## src/hdl/ais_defines.svh

```systemverilog
// Summary of operation
// (RL1) Single-ended result is unsigned 10-bit code
// (RL2) Single-ended code is Vin*1024/Vref truncated
// (RL3) Differential result scales difference by gain*512/Vref
// (RL4) Differential codes are two's complement -512..+511
// (RL5) Result top bit gives differential sign
// (RL6) Result bytes readable once done flag high
// (RL7) Select bits 7:6 choose the reference
// (RL8) Reference write deferred until conversion completes
// (RL9) Bit 5 chooses left or right justification
// (RL10) Justification change reformats result immediately
// (RL11) Channel/gain write deferred until conversion completes
// (RL12) Codes 0-7 select single-ended inputs 0-7
// (RL13) Codes 8-15 select gain-stage differential pairs
// (RL14) Codes 16-29 select unity-gain differential pairs
// (RL15) Code 30 bandgap, code 31 ground
// (RL16) Done flag sets when result bytes update; the code sets it on every finish, also while the read lock blocks the update
// (RL17) Low byte read locks result until high read
// (RL18) Justified byte layout of result bits
// (RL19) Unused result byte bits read zero
// (RL20) Analog selections are registered, loaded when idle
`ifndef AIS_DEFINES_SVH
`define AIS_DEFINES_SVH

// ====================================================
// Register byte addresses
`define AIS_ADDR_SELECT      12'h000
`define AIS_ADDR_CTRL        12'h004
`define AIS_ADDR_RES_LOW     12'h008
`define AIS_ADDR_RES_HIGH    12'h00c

// ====================================================
// Select register fields and reset
`define AIS_SEL_REF_HI       7
`define AIS_SEL_REF_LO       6
`define AIS_SEL_LJ_BIT       5
`define AIS_SEL_MUX_HI       4
`define AIS_SEL_RESET        8'h00

// ====================================================
// Control register fields
`define AIS_CTL_START_BIT    0
`define AIS_CTL_DONE_BIT     1
`define AIS_CTL_BUSY_BIT     2

// ====================================================
// Result encodings
`define AIS_RES_ZERO         10'h000
`define AIS_RES_MAX          10'h3ff
`define AIS_SIGN_BIT         9
`define AIS_CODE_SE_LAST     5'h07
`define AIS_CODE_G10_FIRST   5'h08
`define AIS_CODE_U1_FIRST    5'h10
`define AIS_CODE_U2_FIRST    5'h18
`define AIS_CODE_U2_LAST     5'h1d
`define AIS_CODE_BANDGAP     5'h1e
`define AIS_CODE_GROUND      5'h1f
`define AIS_INPUT_ONE        3'h1
`define AIS_INPUT_TWO        3'h2
`define AIS_INPUT_ZERO       3'h0

`endif

```

## src/hdl/ais_pkg.sv

```systemverilog
package ais_pkg;
	// Reference choice presented to the analog side
	typedef enum logic [1:0] {
		AIS_REF_EXT      = 2'b00,
		AIS_REF_SUPPLY   = 2'b01,
		AIS_REF_RESERVED = 2'b10,
		AIS_REF_INT      = 2'b11
	} ais_ref_t;
	// Gain stage setting
	typedef enum logic [1:0] {
		AIS_GAIN_1   = 2'b00,
		AIS_GAIN_10  = 2'b01,
		AIS_GAIN_200 = 2'b10
	} ais_gain_t;
	// Source kind for single-ended routing
	typedef enum logic [1:0] {
		AIS_SRC_PIN     = 2'b00,
		AIS_SRC_DIFF    = 2'b01,
		AIS_SRC_BANDGAP = 2'b10,
		AIS_SRC_GROUND  = 2'b11
	} ais_src_t;
	// Conversion sequencer states
	typedef enum logic [1:0] {
		AIS_ST_IDLE = 2'b00,
		AIS_ST_CONV = 2'b01,
		AIS_ST_DONE = 2'b10
	} ais_state_t;
endpackage

```

## src/hdl/ais_chan_decode.sv

```systemverilog
`timescale 1ns/1ns
`include "ais_defines.svh"
// ====================================================
// Channel/gain code decoder
module ais_chan_decode
	import ais_pkg::*;
(
	input  wire logic [4:0] code,
	output logic      [2:0] pos_input,
	output logic      [2:0] neg_input,
	output ais_gain_t       gain,
	output ais_src_t        src
);
	// Group of the code
	wire is_se   = (code <= `AIS_CODE_SE_LAST);
	wire is_gain = (code >= `AIS_CODE_G10_FIRST) && (code < `AIS_CODE_U1_FIRST);
	wire is_u1   = (code >= `AIS_CODE_U1_FIRST) && (code < `AIS_CODE_U2_FIRST);
	wire is_u2   = (code >= `AIS_CODE_U2_FIRST) && (code <= `AIS_CODE_U2_LAST);

	// Gain pairs: bit0 picks odd pin, bit1 picks 200x, bit2 picks pins 2/3
	wire [2:0] gain_pos = {1'b0, code[2], code[0]};   // RL13
	wire [2:0] gain_neg = {1'b0, code[2], 1'b0};

	assign pos_input = (is_se || is_u1 || is_u2) ? code[2:0] : (is_gain ? gain_pos : `AIS_INPUT_ZERO); // RL12 RL14
	assign neg_input = is_gain ? gain_neg : (is_u1 ? `AIS_INPUT_ONE : (is_u2 ? `AIS_INPUT_TWO : `AIS_INPUT_ZERO)); // RL14
	assign gain = is_gain ? (code[1] ? AIS_GAIN_200 : AIS_GAIN_10) : AIS_GAIN_1; // RL13
	assign src  = is_se ? AIS_SRC_PIN
		: (code == `AIS_CODE_BANDGAP) ? AIS_SRC_BANDGAP   // RL15
		: (code == `AIS_CODE_GROUND) ? AIS_SRC_GROUND
		: AIS_SRC_DIFF;
endmodule // ais_chan_decode

```

## src/hdl/ais_top.sv

```systemverilog
// Chosen here: register access over APB and the register addresses.
`timescale 1ns/1ns
`include "ais_defines.svh"
// ====================================================
// Converter input select and result formatting
module ais_top
	import ais_pkg::*;
(
	input  wire logic        sys_clk,
	input  wire logic        rst_b,
	input  wire logic        psel,
	input  wire logic        penable,
	input  wire logic        pwrite,
	input  wire logic [11:0] paddr,
	input  wire logic [31:0] pwdata,
	output logic      [31:0] prdata,
	output logic             pready,
	output logic             pslverr,
	input  wire logic        conv_finish,
	input  wire logic [9:0]  conv_code,
	output logic             conv_start,
	output ais_ref_t         reference_select,
	output logic      [2:0]  pos_input,
	output logic      [2:0]  neg_input,
	output ais_gain_t        gain_select,
	output ais_src_t         source_kind,
	output logic             diff_mode,
	output logic             conversion_done_flag
);
	// ====================================================
	// Register state
	logic [7:0]  sel_reg;
	ais_ref_t    ref_reg;
	logic [4:0]  mux_reg;
	logic [9:0]  result_reg;
	logic        done_reg;
	logic        lock_reg;
	logic        busy_reg;
	logic        start_reg;
	ais_state_t  state_reg;
	logic [31:0] rdata_reg;
	logic        ready_reg;
	logic        err_reg;
	logic [2:0]  pos_reg;
	logic [2:0]  neg_reg;
	ais_gain_t   gain_reg;
	ais_src_t    src_reg;
	logic        diff_reg;
	logic        fin_s1_reg;
	logic        fin_s2_reg;
	logic [9:0]  code_s1_reg;
	logic [9:0]  code_s2_reg;

	// ====================================================
	// Bus decode
	wire setup_ph  = psel && !penable;
	// Writes land at the edge that sees pready high, reads capture in setup
	wire access_ph = psel && penable && ready_reg;
	wire wr_en     = access_ph && pwrite;
	wire rd_en     = setup_ph && !pwrite;
	wire hit_sel   = (paddr == `AIS_ADDR_SELECT);
	wire hit_ctl   = (paddr == `AIS_ADDR_CTRL);
	wire hit_lo    = (paddr == `AIS_ADDR_RES_LOW);
	wire hit_hi    = (paddr == `AIS_ADDR_RES_HIGH);
	wire hit_any   = hit_sel || hit_ctl || hit_lo || hit_hi;
	wire wr_sel    = wr_en && hit_sel;
	wire wr_ctl    = wr_en && hit_ctl;
	wire rd_lo     = rd_en && hit_lo;
	wire rd_hi     = rd_en && hit_hi;
	wire start_req = wr_ctl && pwdata[`AIS_CTL_START_BIT] && !busy_reg;
	wire done_clr  = wr_ctl && pwdata[`AIS_CTL_DONE_BIT];

	// ====================================================
	// Result formatting, follows justification live
	wire left_j = sel_reg[`AIS_SEL_LJ_BIT];                      // RL9 RL10
	wire [15:0] res_word = left_j ? {result_reg, 6'h00}           // RL18 RL19
		: {6'h00, result_reg};
	wire [7:0] low_byte  = res_word[7:0];
	wire [7:0] high_byte = res_word[15:8];
	wire [7:0] ctl_byte  = {5'h00, busy_reg, done_reg, 1'b0};

	wire [31:0] rd_mux = hit_sel ? {24'h000000, sel_reg}
		: hit_ctl ? {24'h000000, ctl_byte}
		: hit_lo ? {24'h000000, low_byte}                         // RL6
		: hit_hi ? {24'h000000, high_byte}
		: 32'h00000000;

	// ====================================================
	// Finish pulse from analog side, synchronised
	wire fin_edge = fin_s2_reg && busy_reg && (state_reg == AIS_ST_CONV);

	// Result update is blocked between low and high reads
	wire upd_ok = fin_edge && !lock_reg;                          // RL17

	// Clamp code to 10-bit range
	wire [9:0] clamped = (code_s2_reg > `AIS_RES_MAX) ? `AIS_RES_MAX : code_s2_reg; // RL1 RL2

	// ====================================================
	// Channel decode of the written selection in sel_reg, before the idle load
	logic [2:0] dec_pos;
	logic [2:0] dec_neg;
	ais_gain_t  dec_gain;
	ais_src_t   dec_src;
	ais_chan_decode u_dec (
		.code      (sel_reg[`AIS_SEL_MUX_HI:0]),
		.pos_input (dec_pos),
		.neg_input (dec_neg),
		.gain      (dec_gain),
		.src       (dec_src)
	);
	wire idle_load = !busy_reg;                                   // RL8 RL11 RL20

	// ====================================================
	// Bus slave: answers in the access phase, one wait-free cycle
	always_ff @(posedge sys_clk or negedge rst_b) begin
		if (!rst_b) begin
			rdata_reg <= 32'h00000000;
			ready_reg <= 1'b0;
			err_reg   <= 1'b0;
		end else begin
			ready_reg <= setup_ph;
			err_reg   <= setup_ph && !hit_any;
			rdata_reg <= rd_en ? rd_mux : 32'h00000000;
		end
	end

	// Select register
	always_ff @(posedge sys_clk or negedge rst_b) begin
		if (!rst_b) begin
			sel_reg <= `AIS_SEL_RESET;
		end else if (wr_sel) begin
			sel_reg <= pwdata[7:0];
		end
	end

	// Registered analog selections, loaded only while idle
	always_ff @(posedge sys_clk or negedge rst_b) begin
		if (!rst_b) begin
			ref_reg  <= AIS_REF_EXT;
			mux_reg  <= 5'h00;
			pos_reg  <= 3'h0;
			neg_reg  <= 3'h0;
			gain_reg <= AIS_GAIN_1;
			src_reg  <= AIS_SRC_PIN;
			diff_reg <= 1'b0;
		end else if (idle_load) begin
			ref_reg  <= ais_ref_t'(sel_reg[`AIS_SEL_REF_HI:`AIS_SEL_REF_LO]); // RL7 RL8
			mux_reg  <= sel_reg[`AIS_SEL_MUX_HI:0];                          // RL11
			pos_reg  <= dec_pos;
			neg_reg  <= dec_neg;
			gain_reg <= dec_gain;
			src_reg  <= dec_src;
			diff_reg <= (dec_src == AIS_SRC_DIFF);                            // RL3
		end
	end

	// Synchroniser for finish and code from analog side
	always_ff @(posedge sys_clk or negedge rst_b) begin
		if (!rst_b) begin
			fin_s1_reg  <= 1'b0;
			fin_s2_reg  <= 1'b0;
			code_s1_reg <= 10'h000;
			code_s2_reg <= 10'h000;
		end else begin
			fin_s1_reg  <= conv_finish;
			fin_s2_reg  <= fin_s1_reg;
			code_s1_reg <= conv_code;
			code_s2_reg <= code_s1_reg;
		end
	end

	// Conversion sequencer
	always_ff @(posedge sys_clk or negedge rst_b) begin
		if (!rst_b) begin
			state_reg <= AIS_ST_IDLE;
			busy_reg  <= 1'b0;
			start_reg <= 1'b0;
		end else begin
			start_reg <= 1'b0;
			case (state_reg)
				AIS_ST_IDLE: begin
					if (start_req) begin
						state_reg <= AIS_ST_CONV;
						busy_reg  <= 1'b1;
						start_reg <= 1'b1;
					end
				end
				AIS_ST_CONV: begin
					if (fin_edge) begin
						state_reg <= AIS_ST_DONE;
					end
				end
				AIS_ST_DONE: begin
					if (!fin_s2_reg) begin
						state_reg <= AIS_ST_IDLE;
						busy_reg  <= 1'b0;
					end
				end
				default: begin
					state_reg <= AIS_ST_IDLE;
					busy_reg  <= 1'b0;
				end
			endcase
		end
	end

	// Result, done flag and read lock
	always_ff @(posedge sys_clk or negedge rst_b) begin
		if (!rst_b) begin
			result_reg <= `AIS_RES_ZERO;
			done_reg   <= 1'b0;
			lock_reg   <= 1'b0;
		end else begin
			if (upd_ok) begin
				result_reg <= clamped;                                // RL4 RL5
			end
			if (fin_edge) begin
				done_reg <= 1'b1;                                     // RL16
			end else if (done_clr) begin
				done_reg <= 1'b0;
			end
			if (rd_hi) begin
				lock_reg <= 1'b0;                                     // RL17
			end else if (rd_lo) begin
				lock_reg <= 1'b1;
			end
		end
	end

	// ====================================================
	// Outputs
	assign prdata               = rdata_reg;
	assign pready               = ready_reg;
	assign pslverr              = err_reg;
	assign conv_start           = start_reg;
	assign reference_select     = ref_reg;
	assign pos_input            = pos_reg;
	assign neg_input            = neg_reg;
	assign gain_select          = gain_reg;
	assign source_kind          = src_reg;
	assign diff_mode            = diff_reg;
	assign conversion_done_flag = done_reg;

	// ====================================================
	// Checks
	sel_hold_a: assert property (@(posedge sys_clk) disable iff (!rst_b) // RL8
		busy_reg && $past(busy_reg) |-> $stable(ref_reg))
		else $error("reference changed during conversion");
	mux_hold_a: assert property (@(posedge sys_clk) disable iff (!rst_b) // RL11
		busy_reg && $past(busy_reg) |-> $stable(mux_reg))
		else $error("channel changed during conversion");
	done_set_a: assert property (@(posedge sys_clk) disable iff (!rst_b) // RL16
		fin_edge |=> done_reg)
		else $error("done flag not set on finish");
	lock_hold_a: assert property (@(posedge sys_clk) disable iff (!rst_b) // RL17
		lock_reg && !rd_hi |=> $stable(result_reg))
		else $error("result updated while locked");
	left_fmt_a: assert property (@(posedge sys_clk) disable iff (!rst_b) // RL18
		left_j |-> high_byte == result_reg[9:2] && low_byte[7:6] == result_reg[1:0])
		else $error("left layout wrong");
	zero_fill_a: assert property (@(posedge sys_clk) disable iff (!rst_b) // RL19
		!left_j |-> high_byte[7:2] == 6'h00)
		else $error("unused bits not zero");
	diff_flag_a: assert property (@(posedge sys_clk) disable iff (!rst_b) // RL3
		!busy_reg |=> diff_reg == ($past(sel_reg[`AIS_SEL_MUX_HI:0]) >= `AIS_CODE_G10_FIRST
			&& $past(sel_reg[`AIS_SEL_MUX_HI:0]) <= `AIS_CODE_U2_LAST))
		else $error("differential flag wrong");
	ref_load_a: assert property (@(posedge sys_clk) disable iff (!rst_b) // RL7
		!busy_reg |=> ref_reg == $past(sel_reg[`AIS_SEL_REF_HI:`AIS_SEL_REF_LO]))
		else $error("reference not loaded");
	done_live_a: assert property (@(posedge sys_clk) disable iff (!rst_b) // RL6
		done_reg && !$past(done_reg) |-> $past(fin_edge))
		else $error("done without finish");

	// ====================================================
	// Checks on result layout and result loading
	right_fmt_a: assert property (@(posedge sys_clk) disable iff (!rst_b) // RL18
		!left_j |-> high_byte[1:0] == result_reg[9:8] && low_byte == result_reg[7:0])
		else $error("right layout wrong");
	left_zero_a: assert property (@(posedge sys_clk) disable iff (!rst_b) // RL19
		left_j |-> low_byte[5:0] == 6'h00)
		else $error("left unused bits not zero");
	result_load_a: assert property (@(posedge sys_clk) disable iff (!rst_b) // RL4
		upd_ok |=> result_reg == $past(code_s2_reg))
		else $error("result not loaded");
	sign_bit_a: assert property (@(posedge sys_clk) disable iff (!rst_b) // RL5
		upd_ok |=> result_reg[`AIS_SIGN_BIT] == $past(code_s2_reg[`AIS_SIGN_BIT]))
		else $error("sign bit wrong");
	// Read lock and done clear
	lock_set_a: assert property (@(posedge sys_clk) disable iff (!rst_b) // RL17
		rd_lo |=> lock_reg)
		else $error("low read did not lock");
	lock_free_a: assert property (@(posedge sys_clk) disable iff (!rst_b) // RL17
		rd_hi |=> !lock_reg)
		else $error("high read did not unlock");
	done_clear_a: assert property (@(posedge sys_clk) disable iff (!rst_b) // RL16
		done_clr && !fin_edge |=> !done_reg)
		else $error("done flag not cleared");
	// Load timing of the analog selections
	start_idle_a: assert property (@(posedge sys_clk) disable iff (!rst_b) // RL20
		conv_start |-> busy_reg && !$past(busy_reg))
		else $error("start without idle");
	busy_write_a: assert property (@(posedge sys_clk) disable iff (!rst_b) // RL8
		wr_sel && busy_reg |=> $stable(ref_reg))
		else $error("reference taken while busy");
endmodule // ais_top

```

## config.mk

```make
export PLATFORM = sky130hd
export DESIGN_NAME = ais_top
export DESIGN_NICKNAME = d
export VERILOG_FILES = /design/src/hdl/ais_pkg.sv /design/src/hdl/ais_chan_decode.sv /design/src/hdl/ais_top.sv
export VERILOG_INCLUDE_DIRS = /design/src /design/src/hdl
export SDC_FILE = /design/constraint.sdc
export NUM_CORES = 1
export LEC_CHECK = 0
export BUFFER_PORTS_ARGS = -buffer_cell sky130_fd_sc_hd__buf_2
export CAP_MARGIN = 20
export CORE_MARGIN = 4
export CORE_UTILIZATION = 50
export DETAILED_ROUTE_END_ITERATION = 10
export PLACE_DENSITY = 0.92
export RECOVER_POWER = 100
export SLEW_MARGIN = 20
export SYNTH_ARGS = -nofsm -noshare
export SYNTH_HDL_FRONTEND = slang
export SYNTH_HIERARCHICAL = 1
export SYNTH_SLANG_ARGS = --single-unit
```

## constraint.sdc

```tcl
create_clock -name sys_clk -period 4 [get_ports sys_clk]
set_clock_uncertainty 0.2 [all_clocks]
set_input_delay 0.2 -clock sys_clk [delete_from_list [all_inputs] [get_ports sys_clk]]
set_output_delay 0.2 -clock sys_clk [all_outputs]
set_load 0.02 [all_outputs]
```

Yosys cells after proc, flatten, opt, wreduce, memory -nomap -nowiden
Cells that the tools add are included.
- register bits after elaboration: 69
- bits in latches: 0
- RAM bits: 0
- memory bits (read-only): 0
- memories: 0
- add/subtract/negate cells: 0
- multipliers: 0
- div/mod/pow operators: 0
- $lt $le $gt $ge: 8
- eq/ne operators: 11
- shifts and indexed selects: 0
- multiplexer cells: 30
- bitwise logic cells: 1
- reductions and logical operators: 35
- operator list (cell ; count):
    $mux W8 ; 5
    $eq A12 B4 Y1 const B ; 2
    $mux W2 ; 10
    $logic_and A1 B1 Y1 ; 19
    $mux W16 ; 1
    $eq A12 B3 Y1 const B ; 1
    $logic_not A12 Y1 ; 1
    $eq A5 B5 Y1 const B ; 2
    $ge A5 B5 Y1 const B ; 2
    $gt A10 B10 Y1 const B ; 1
    $lt A5 B5 Y1 const B ; 2
    $mux W10 ; 1
    $mux W3 ; 3
    $mux W1 ; 8
    $ne A2 B2 Y1 const B ; 3
    $pmux W2 S3 ; 1
    $reduce_and A3 Y1 ; 2
    $ge A5 B4 Y1 const B ; 1
    $le A5 B3 Y1 const B ; 1
    $le A5 B5 Y1 const B ; 1
    $logic_not A1 Y1 ; 5
    $logic_or A1 B1 Y1 ; 5
    $eq A2 B1 Y1 const B ; 2
    $reduce_bool A2 Y1 ; 2
    4 further kinds ; 4

Logic depth before layout (Yosys ltp)
Gate-level depths: netlist of run 1.
- word-level depth: 8
- mapped depth: 5
- mapped depth without buffers: 4

By module
Netlist of run 1, hierarchy kept.
- modules (own cells, without submodules) (module ; times used ; cells each ; area an instance (µm²) ; sequential area each (µm²)):
    ais_top ; 1 ; 211 ; 2829.0 ; 1726.7
    ais_chan_decode ; 1 ; 19 ; 115.1 ; 0.0

Least setup slack after synthesis of run 1
No wires, ideal clock.
- kind: register to register
- from: reg ready_reg, in the netlist pready
- to: reg sel_reg[0]
- arrival: 1.300 ns
- data required time: 3.675 ns
- setup slack: 2.376 ns
- stages on the path, launching flop included: 5
- cell sequence: dfrtp_1 > and4_1 > and4_1 > buf_6 > mux2_2
- cells in the longest elaborated chain, start to end: 3
- RTL lines (what ; line ; text):
    start, declared ; ais_top.sv:42 ; logic ready_reg;
    start signal, assigned ; ais_top.sv:121 ; ready_reg <= setup_ph;
    $logic_and A1 B1 Y1 ; ais_top.sv:58 ; wire access_ph = psel && penable && ready_reg;
    $logic_and A1 B1 Y1 ; ais_top.sv:59 ; wire wr_en = access_ph && pwrite;
    $logic_and A1 B1 Y1 ; ais_top.sv:66 ; wire wr_sel = wr_en && hit_sel;
    end signal, assigned ; ais_top.sv:130 ; sel_reg <= `AIS_SEL_RESET;
    end signal, assigned ; ais_top.sv:132 ; sel_reg <= pwdata[7:0];
    end, declared ; ais_top.sv:32 ; logic [7:0] sel_reg;
Every way passes these cells.
A chain may end at the register's enable or synchronous reset.

==> summary.md, run 1 <==
| Metric | Value |
|---|---|
| Die Y-Extent | `~85 microns` |
| Net switching share of the total power | `23.2%` |
| Number of synthesized register bits | `69` |
| Combinational share of power | `6.6%` |
| Path class of the lowest-slack min-delay path | `in -> reg` |
| Grt ovf | `0` |
| Via/cell ratio | `5.04` |
| Final Total Pwr | `around 1.3 mW` |
| Setup crit start kind | `input pin` |
| GRT Overall Usage | `16.6%` |
| Data arrival, critical path | `2.98 ns` |
| Least-Margin Pin Slew | `2.03 ns` |
| Clock transition at path regs | `0.07 ns` |
| Clk pwr share | `around two fifths` |
| Count of final max-slew check failures | `41` |
| Most used cells in the layout excluding fill and tap cells | `sky130_fd_sc_hd__dfrtp_1 (69), sky130_fd_sc_hd__mux2_2 (34), sky130_fd_sc_hd__buf_2 (33)` |
| Area used by multi-input combinational logic | `1030 sq um` |
| Clock tree from TritonCTS | `yes` |
| Total via count after detailed routing | `roughly 2000` |
| Post-synthesis sequential area ratio | `58.6%` |
| Highest net fanout along the worst path | `40` |
| Clock network latency to the later pin of the worst-skew pair | `0.34 ns` |
| Layout Nets | `374` |
| Largest net degree at the start of global routing | `41` |
| Floorplan row count | `27` |
| Avg Synthesized Cell Area | `12.8 sq um` |
| Core region area | `5610 sq um` |
| DR WL/cell | `14.2 microns` |
| Detailed placer's ending HPWL | `between 3000 and 4000 microns` |
| Most frequent standard cell in the layout excluding fill and tap cells | `sky130_fd_sc_hd__dfrtp_1` |
| DR iter-0 viols | `77` |
| Count of instances resized after the clock tree is built | `0` |
| Vias in the first global route | `2025` |
| Worst endpoint required time | `4.20 ns` |
| Share of layout cells above drive strength 1 | `~28%` |
| Reported net switching power | `310 uW` |
| Standby leakage power | `1.71 nW` |
| Worst supply voltage drop on vdd | `around 0.00023 V` |
| Number of max-cap violations | `1` |
| Effective utilization at floorplan | `between 50% and 60%` |
| Critical setup path kind | `in -> async` |
| Post-synth EDFFs | `0` |
| Critical Path End Type | `async pin` |
| Reg2reg setup slack | `about 1.5 ns` |
| DRT Pass-1 Iters | `4` |
| Sequential cell area | `1730 sq um` |
| Number of levels the H-tree was split into | `3` |
| Width of the die | `84.7 microns` |
| IO buf count | `60` |
| Count of endpoints failing setup in the final report | `0` |
| Floorplan die area | `about 7200 sq um` |
| Diode insertion count for antenna repair | `0` |
| Gp weighted congestion | `0.819` |
| Max-slew headroom at the worst pin | `-35.2%` |
| Number of ports placed on the die boundary | `109` |
| RSZ-0062 raised after global routing | `false` |
| Wire length of the first global-routing pass | `9290 microns` |
| Number of antenna violations at the first check in global routing | `0` |
| Predominant post-synthesis flop cell | `sky130_fd_sc_hd__dfrtp_1` |
| Number of failing hold endpoints at the final stage | `0` |
| Area of the mapped netlist | `2940 sq um` |
| Cells after synthesis | `230` |
| Post-route ant nets | `0` |
| Area growth from synthesis to layout | `20.5%` |
| Share of the cycle needed by the critical path after routing | `a little over two thirds` |
| Number of buffers on the longest clock path | `2` |
| Status | `finished, violations left` |
| Number of buffers created by CTS | `9` |
| Smallest hold slack | `0.0697 ns` |
| Remaining routing DRC violations | `0` |
| Synth Warn # | `6` |
| Library cells used by synthesis | `43` |
| # fillers | `around 450` |
| Power share of the sequential group | `53.4%` |
| P per Cell Area | `377 nW/um^2` |
| Violated checks | `capacitance limit, slew limit` |
| Minimum clock period | `between 2 and 3 ns` |
| Fmax | `around 360 MHz` |
| Clock root cell | `sky130_fd_sc_hd__clkbuf_8` |
| TNS Setup | `0 ns` |
| P_int | `slightly above 1 mW` |
| Total clock sinks | `69` |
| Post-synth ARST share | `100%` |
| Aggregate routed wire length | `5570 microns` |
==> what timing repair did <==
action | in CTS | in global routing
endpoints found under the hold margin | 60 | 0
hold buffers | 22 | 0
buffers inserted | 0 | 0
==> worst max-delay path, cell delays in order <==
cell                            delay (ns)
sky130_fd_sc_hd__dlygate4sd3_1        0.52
sky130_fd_sc_hd__clkbuf_1             1.45
sky130_fd_sc_hd__clkbuf_2             0.79
==> per-stage QoR <==
step | instance area, sq um | cells | util, % | setup WS, ns
4_1_cts | 3600 | 391 | 64.3 | 1.41
3_5_place_dp | 3190 | 353 | 57.0 | 1.43
2_1_floorplan | 3030 | 253 | - | 2.38
5_1_grt | 3550 | 391 | 63.3 | 0.727
3_3_place_gp | 3190 | 353 | 57.0 | 1.44
6_report | 3550 | 391 | 63.3 | 1.22
==> power by group through the flow <==
stage	clock network (mW)	logic [mW]	registers, mW
final	0.534	0.0878	0.714
after CTS	0.551	0.0897	0.714
after global routing	0.581	0.0971	0.715
after floorplan	0	0.0503	0.728
after detailed placement	0	0.0730	0.727
after global placement	0	0.0713	0.727
==> final timing paths <==
path	start	to	depth (start not counted)
max reg2reg	busy_reg$_DFFE_PN0P_	result_reg[8]$_DFFE_PN0P_	3
min reg2reg	code_s1_reg[6]$_DFF_PN0_	code_s2_reg[6]$_DFF_PN0_	0
min in group asynchronous	rst_b	state_reg[0]$_DFFE_PN0P_	2
max in group sys_clk	busy_reg$_DFFE_PN0P_	result_reg[8]$_DFFE_PN0P_	3
min	paddr[6]	conv_start$_DFF_PN0_	4
max	rst_b	result_reg[9]$_DFFE_PN0P_	3
==> kinds of logic after synthesis <==
group	Yosys count	share of synthesized area, %
mux	35	13.3
simple gates	59	13.1
flops	69	58.6
compound gates	27	6.03
other cells	2	0.255
buf+inv	38	8.58
==> synth_stat cells (2+ instances only) <==
library cell / count / area (sq um)
sky130_fd_sc_hd__dfrtp_1: 69 / 1730
sky130_fd_sc_hd__mux2_2: 34 / 383
sky130_fd_sc_hd__buf_4: 26 / 195
sky130_fd_sc_hd__nand2_1: 12 / 45.0
sky130_fd_sc_hd__nor2b_1: 8 / 50.1
sky130_fd_sc_hd__a21oi_1: 7 / 35.0
sky130_fd_sc_hd__o21ai_0: 7 / 35.0
sky130_fd_sc_hd__nor2_1: 6 / 22.5
sky130_fd_sc_hd__nand3_1: 5 / 25.0
sky130_fd_sc_hd__buf_2: 4 / 20.0
sky130_fd_sc_hd__inv_1: 4 / 15.0
sky130_fd_sc_hd__a311oi_1: 3 / 26.3
sky130_fd_sc_hd__and2_1: 3 / 18.8
sky130_fd_sc_hd__and3b_1: 3 / 26.3
sky130_fd_sc_hd__a211oi_1: 2 / 15.0
sky130_fd_sc_hd__a221oi_1: 2 / 17.5
sky130_fd_sc_hd__and2b_1: 2 / 15.0
sky130_fd_sc_hd__and3_1: 2 / 12.5
sky130_fd_sc_hd__and4_1: 2 / 17.5
sky130_fd_sc_hd__clkbuf_1: 2 / 7.51
sky130_fd_sc_hd__conb_1: 2 / 7.51
sky130_fd_sc_hd__nand4_1: 2 / 12.5
sky130_fd_sc_hd__nor3b_1: 2 / 15.0
sky130_fd_sc_hd__nor4_4: 2 / 42.5
==> area by class of cell <==
class | count | share of cell area [%]
Clock inverter | 7 | 1.87
Clock buffer | 9 | 3.49
Tap cell | 72 | 2.54
Multi-Input combinational cell | 146 | 29.0
Timing Repair Buffer | 83 | 13.9
Sequential cell | 69 | 48.7
Inverter | 5 | 0.529
==> routing by layer <==
| layer | part of all wire, % | up-vias | global-route usage, % |
|---|---|---|---|
| met2 | 49 | 67 | 26.4 |
| met4 | 1.8 | 0 | 7.34 |
| li1 | - | 925 | - |
| met3 | 8.1 | 11 | 6.28 |
| met5 | 0 | - | 0 |
| met1 | 41 | 969 | 20.3 |
No activity file was read; power rests on OpenSTA's default activity.
==> inputs of run 2 (changes only) <==
--- a/config.mk
+++ b/config.mk
@@ -9,9 +9,9 @@
 export BUFFER_PORTS_ARGS = -buffer_cell sky130_fd_sc_hd__buf_2
 export CAP_MARGIN = 20
 export CORE_MARGIN = 4
-export CORE_UTILIZATION = 50
+export CORE_UTILIZATION = 49
 export DETAILED_ROUTE_END_ITERATION = 10
-export PLACE_DENSITY = 0.92
+export PLACE_DENSITY = 0.9
 export RECOVER_POWER = 100
 export SLEW_MARGIN = 20
 export SYNTH_ARGS = -nofsm -noshare
==> constraint.sdc (replaced) <==
create_clock -name sys_clk -period 2.7 [get_ports sys_clk]
set_clock_uncertainty 0.2 [all_clocks]
set_input_delay 0.135 -clock sys_clk [delete_from_list [all_inputs] [get_ports sys_clk]]
set_output_delay 0.135 -clock sys_clk [all_outputs]
set_load 0.02 [all_outputs]
==> summary.md, run 2 (synthesis results as in run 1) <==
| Metric | Value |
|---|---|
| Standby leakage power | `1.72 nW (+0.64%)` |
| Clock network latency to the later pin of the worst-skew pair | `0.34 ns (about the same)` |
| Area growth from synthesis to layout | `23.0%` |
| Clock transition at path regs | `0.07 ns (about the same)` |
| # fillers | `463 (+2.7%)` |
| Post-DP Area | `3220 sq um (+0.86%)` |
| Floorplan row count | `27 (unchanged)` |
| Clock tree from TritonCTS | `yes` |
| Total via count after detailed routing | `1984 (+0.61%)` |
| Count of final max-slew check failures | `29 (-29%)` |
| Inst Count DP | `355 (+0.57%)` |
| Number of antenna violations at the first check in global routing | `0 (unchanged)` |
| IO buf count | `60 (unchanged)` |
| Violated checks | `capacitance limit, slew limit` |
| Critical setup path kind | `reg -> reg` |
| Count of instances resized after the clock tree is built | `0 (unchanged)` |
| Effective utilization at floorplan | `51.9% (-0.62 points)` |
| Area of all placed cells without fillers | `3620 sq um (+2.1%)` |
| Number of buffers on the longest clock path | `2 (unchanged)` |
| Family with the most delay on the worst path | `buffers and inverters` |
| Most frequent standard cell in the layout excluding fill and tap cells | `sky130_fd_sc_hd__dfrtp_1` |
| Final core utilization | `63.8% (+0.57 points)` |
| Data arrival, critical path | `2.48 ns (-0.50 ns)` |
| Worst supply voltage drop on vdd | `0.000369 V (+64%)` |
| Layout Nets | `382 (+2.1%)` |
| Aggregate routed wire length | `5660 microns (+1.8%)` |
| Number of ports placed on the die boundary | `109 (unchanged)` |
| TNS Setup | `0 ns (unchanged)` |
| Crit. path cell count | `5 (+2)` |
| Share of the cycle needed by the critical path after routing | `91.1%` |
| Gp weighted congestion | `0.825 (+0.66%)` |
| Slack of the critical path | `0.240 ns (-0.983 ns)` |
| Largest net degree at the start of global routing | `42 (+2.4%)` |
| Least-Margin Pin Slew | `1.63 ns (-0.400 ns)` |
| Worst endpoint required time | `2.72 ns (-1.48 ns)` |
| Core region area | `5680 sq um (+1.2%)` |
| Worst-path cell with the longest stage delay | `sky130_fd_sc_hd__clkbuf_1` |
| Diode insertion count for antenna repair | `0 (unchanged)` |
| Number of standard cells in the layout, taps in and fillers out | `398 (+1.8%)` |
| P per Cell Area | `525 nW/um^2 (+39%)` |
| Number of failing hold endpoints at the final stage | `0 (unchanged)` |
| Post-route ant nets | `0 (unchanged)` |
| Hold buffer count at cts | `28 (+27%)` |
| Path class of the lowest-slack min-delay path | `in -> reg` |
| DRT Pass-1 Iters | `5 (+1)` |
| Grt ovf | `0 (unchanged)` |
| DR WL/cell | `14.2 microns (about the same)` |
| Minimum clock period | `2.46 ns` |
| Share of layout cells above drive strength 1 | `26.7% (-1.2 points)` |
| Setup crit start kind | `flop` |
| Area used by multi-input combinational logic | `1040 sq um (+1.5%)` |
| Max-slew headroom at the worst pin | `-8.50% (+27 points)` |
| Highest net fanout along the worst path | `20 (-50%)` |
| Most used cells in the layout excluding fill and tap cells | `sky130_fd_sc_hd__dfrtp_1 (69), sky130_fd_sc_hd__mux2_2 (34), sky130_fd_sc_hd__clkbuf_1 (31), sky130_fd_sc_hd__buf_2 (31), sky130_fd_sc_hd__dlygate4sd3_1 (28)` |
| Number of levels the H-tree was split into | `3 (unchanged)` |
| Number of buffers created by CTS | `9 (unchanged)` |
| Width of the die | `85.5 microns (+0.92%)` |
| Setup Fix Bufs, Post-CTS | `0 (unchanged)` |
| Setup slack after placement | `0.812 ns (-0.622 ns)` |
| Sequential cell area | `1730 sq um (unchanged)` |
| DR iter-0 viols | `115 (+49%)` |
| RSZ-0062 raised after global routing | `false` |
| Sequence of cells on the critical path | `clkbuf_1 > and4b_1 > nor2b_1 > buf_4 > mux2_2` |
| Critical Path End Type | `flop` |
| Floorplan die area | `7310 sq um (+1.8%)` |
| Number of max-cap violations | `1 (unchanged)` |
| Worst-case reg-to-reg path depth | `5 (+2)` |
| Wire length of the first global-routing pass | `9400 microns (+1.2%)` |
| Bufs and invs on worst path | `2 (-1)` |
| Detailed placer's ending HPWL | `3970 microns (+3.3%)` |
| Total clock sinks | `69 (unchanged)` |
| Clock root cell | `sky130_fd_sc_hd__clkbuf_8` |
| Die Y-Extent | `85.5 microns (+0.92%)` |
| Remaining routing DRC violations | `0 (unchanged)` |
| GRT Overall Usage | `16.7% (+0.031 points)` |
| Slowest stage delay, CP | `0.72 ns (-0.73 ns)` |
| Hold path depth | `4 (unchanged)` |
| Vias in the first global route | `1914 (-5.5%)` |
| Status | `finished, violations left` |
| Count of endpoints failing setup in the final report | `0 (unchanged)` |
| Via/cell ratio | `4.98 (-1.2%)` |
| Fmax | `407 MHz` |
## run 2: final timing paths
kind | from | end | slack [ns]
max | busy_reg$_DFFE_PN0P_ | result_reg[9]$_DFFE_PN0P_ | 0.24
min | paddr[0] | busy_reg$_DFFE_PN0P_ | 0.03
max reg2reg | busy_reg$_DFFE_PN0P_ | result_reg[9]$_DFFE_PN0P_ | 0.24
min reg2reg | code_s1_reg[6]$_DFF_PN0_ | code_s2_reg[6]$_DFF_PN0_ | 0.14
max in group asynchronous | rst_b | sel_reg[0]$_DFFE_PN0P_ | 0.81
min in group asynchronous | rst_b | busy_reg$_DFFE_PN0P_ | 0.54
## run 2: area by class of cell
| cell class | instances | area share [%] |
|---|---|---|
| Sequential cell | 69 | 47.7 |
| Multi-Input combinational cell | 146 | 28.8 |
| Timing Repair Buffer | 91 | 15.9 |
| Clock buffer | 11 | 3.90 |
| Tap cell | 72 | 2.49 |
| Clock inverter | 4 | 0.691 |
| Inverter | 5 | 0.518 |
## run 2: per-stage QoR
step                      hold slack [ns]  total power, mW
after global routing               0.0428             1.99
after floorplan                    -0.361             1.15
after global placement           -0.00771             1.19
final                              0.0254             1.90
after CTS                         0.00113             1.92
after detailed placement           0.0114             1.19
## run 2: power breakdown
group          leakage (nW)  internal, mW  switching (mW)
Sequential            0.904          1.05         0.00549
Combinational         0.738        0.0534          0.0854
Clock                0.0812         0.350           0.354
Total                  1.72          1.46           0.445
## run 2: worst reg2reg max path, delay by kind of cell (launching register included)
family / cells / cell delay [ns]
buf+inv: 2 / 0.92
flops: 1 / 0.33
mux: 1 / 0.36
simple gates: 2 / 0.54
## run 2: metal layers
metal / up-vias / part of all wire, % / track usage [%]
met2: 72 / 49 / 26.4
met1: 965 / 43 / 21.1
met3: 10 / 6.3 / 5.57
met4: 0 / 1.7 / 6.76
li1: 937 / - / -
met5: - / 0 / 0
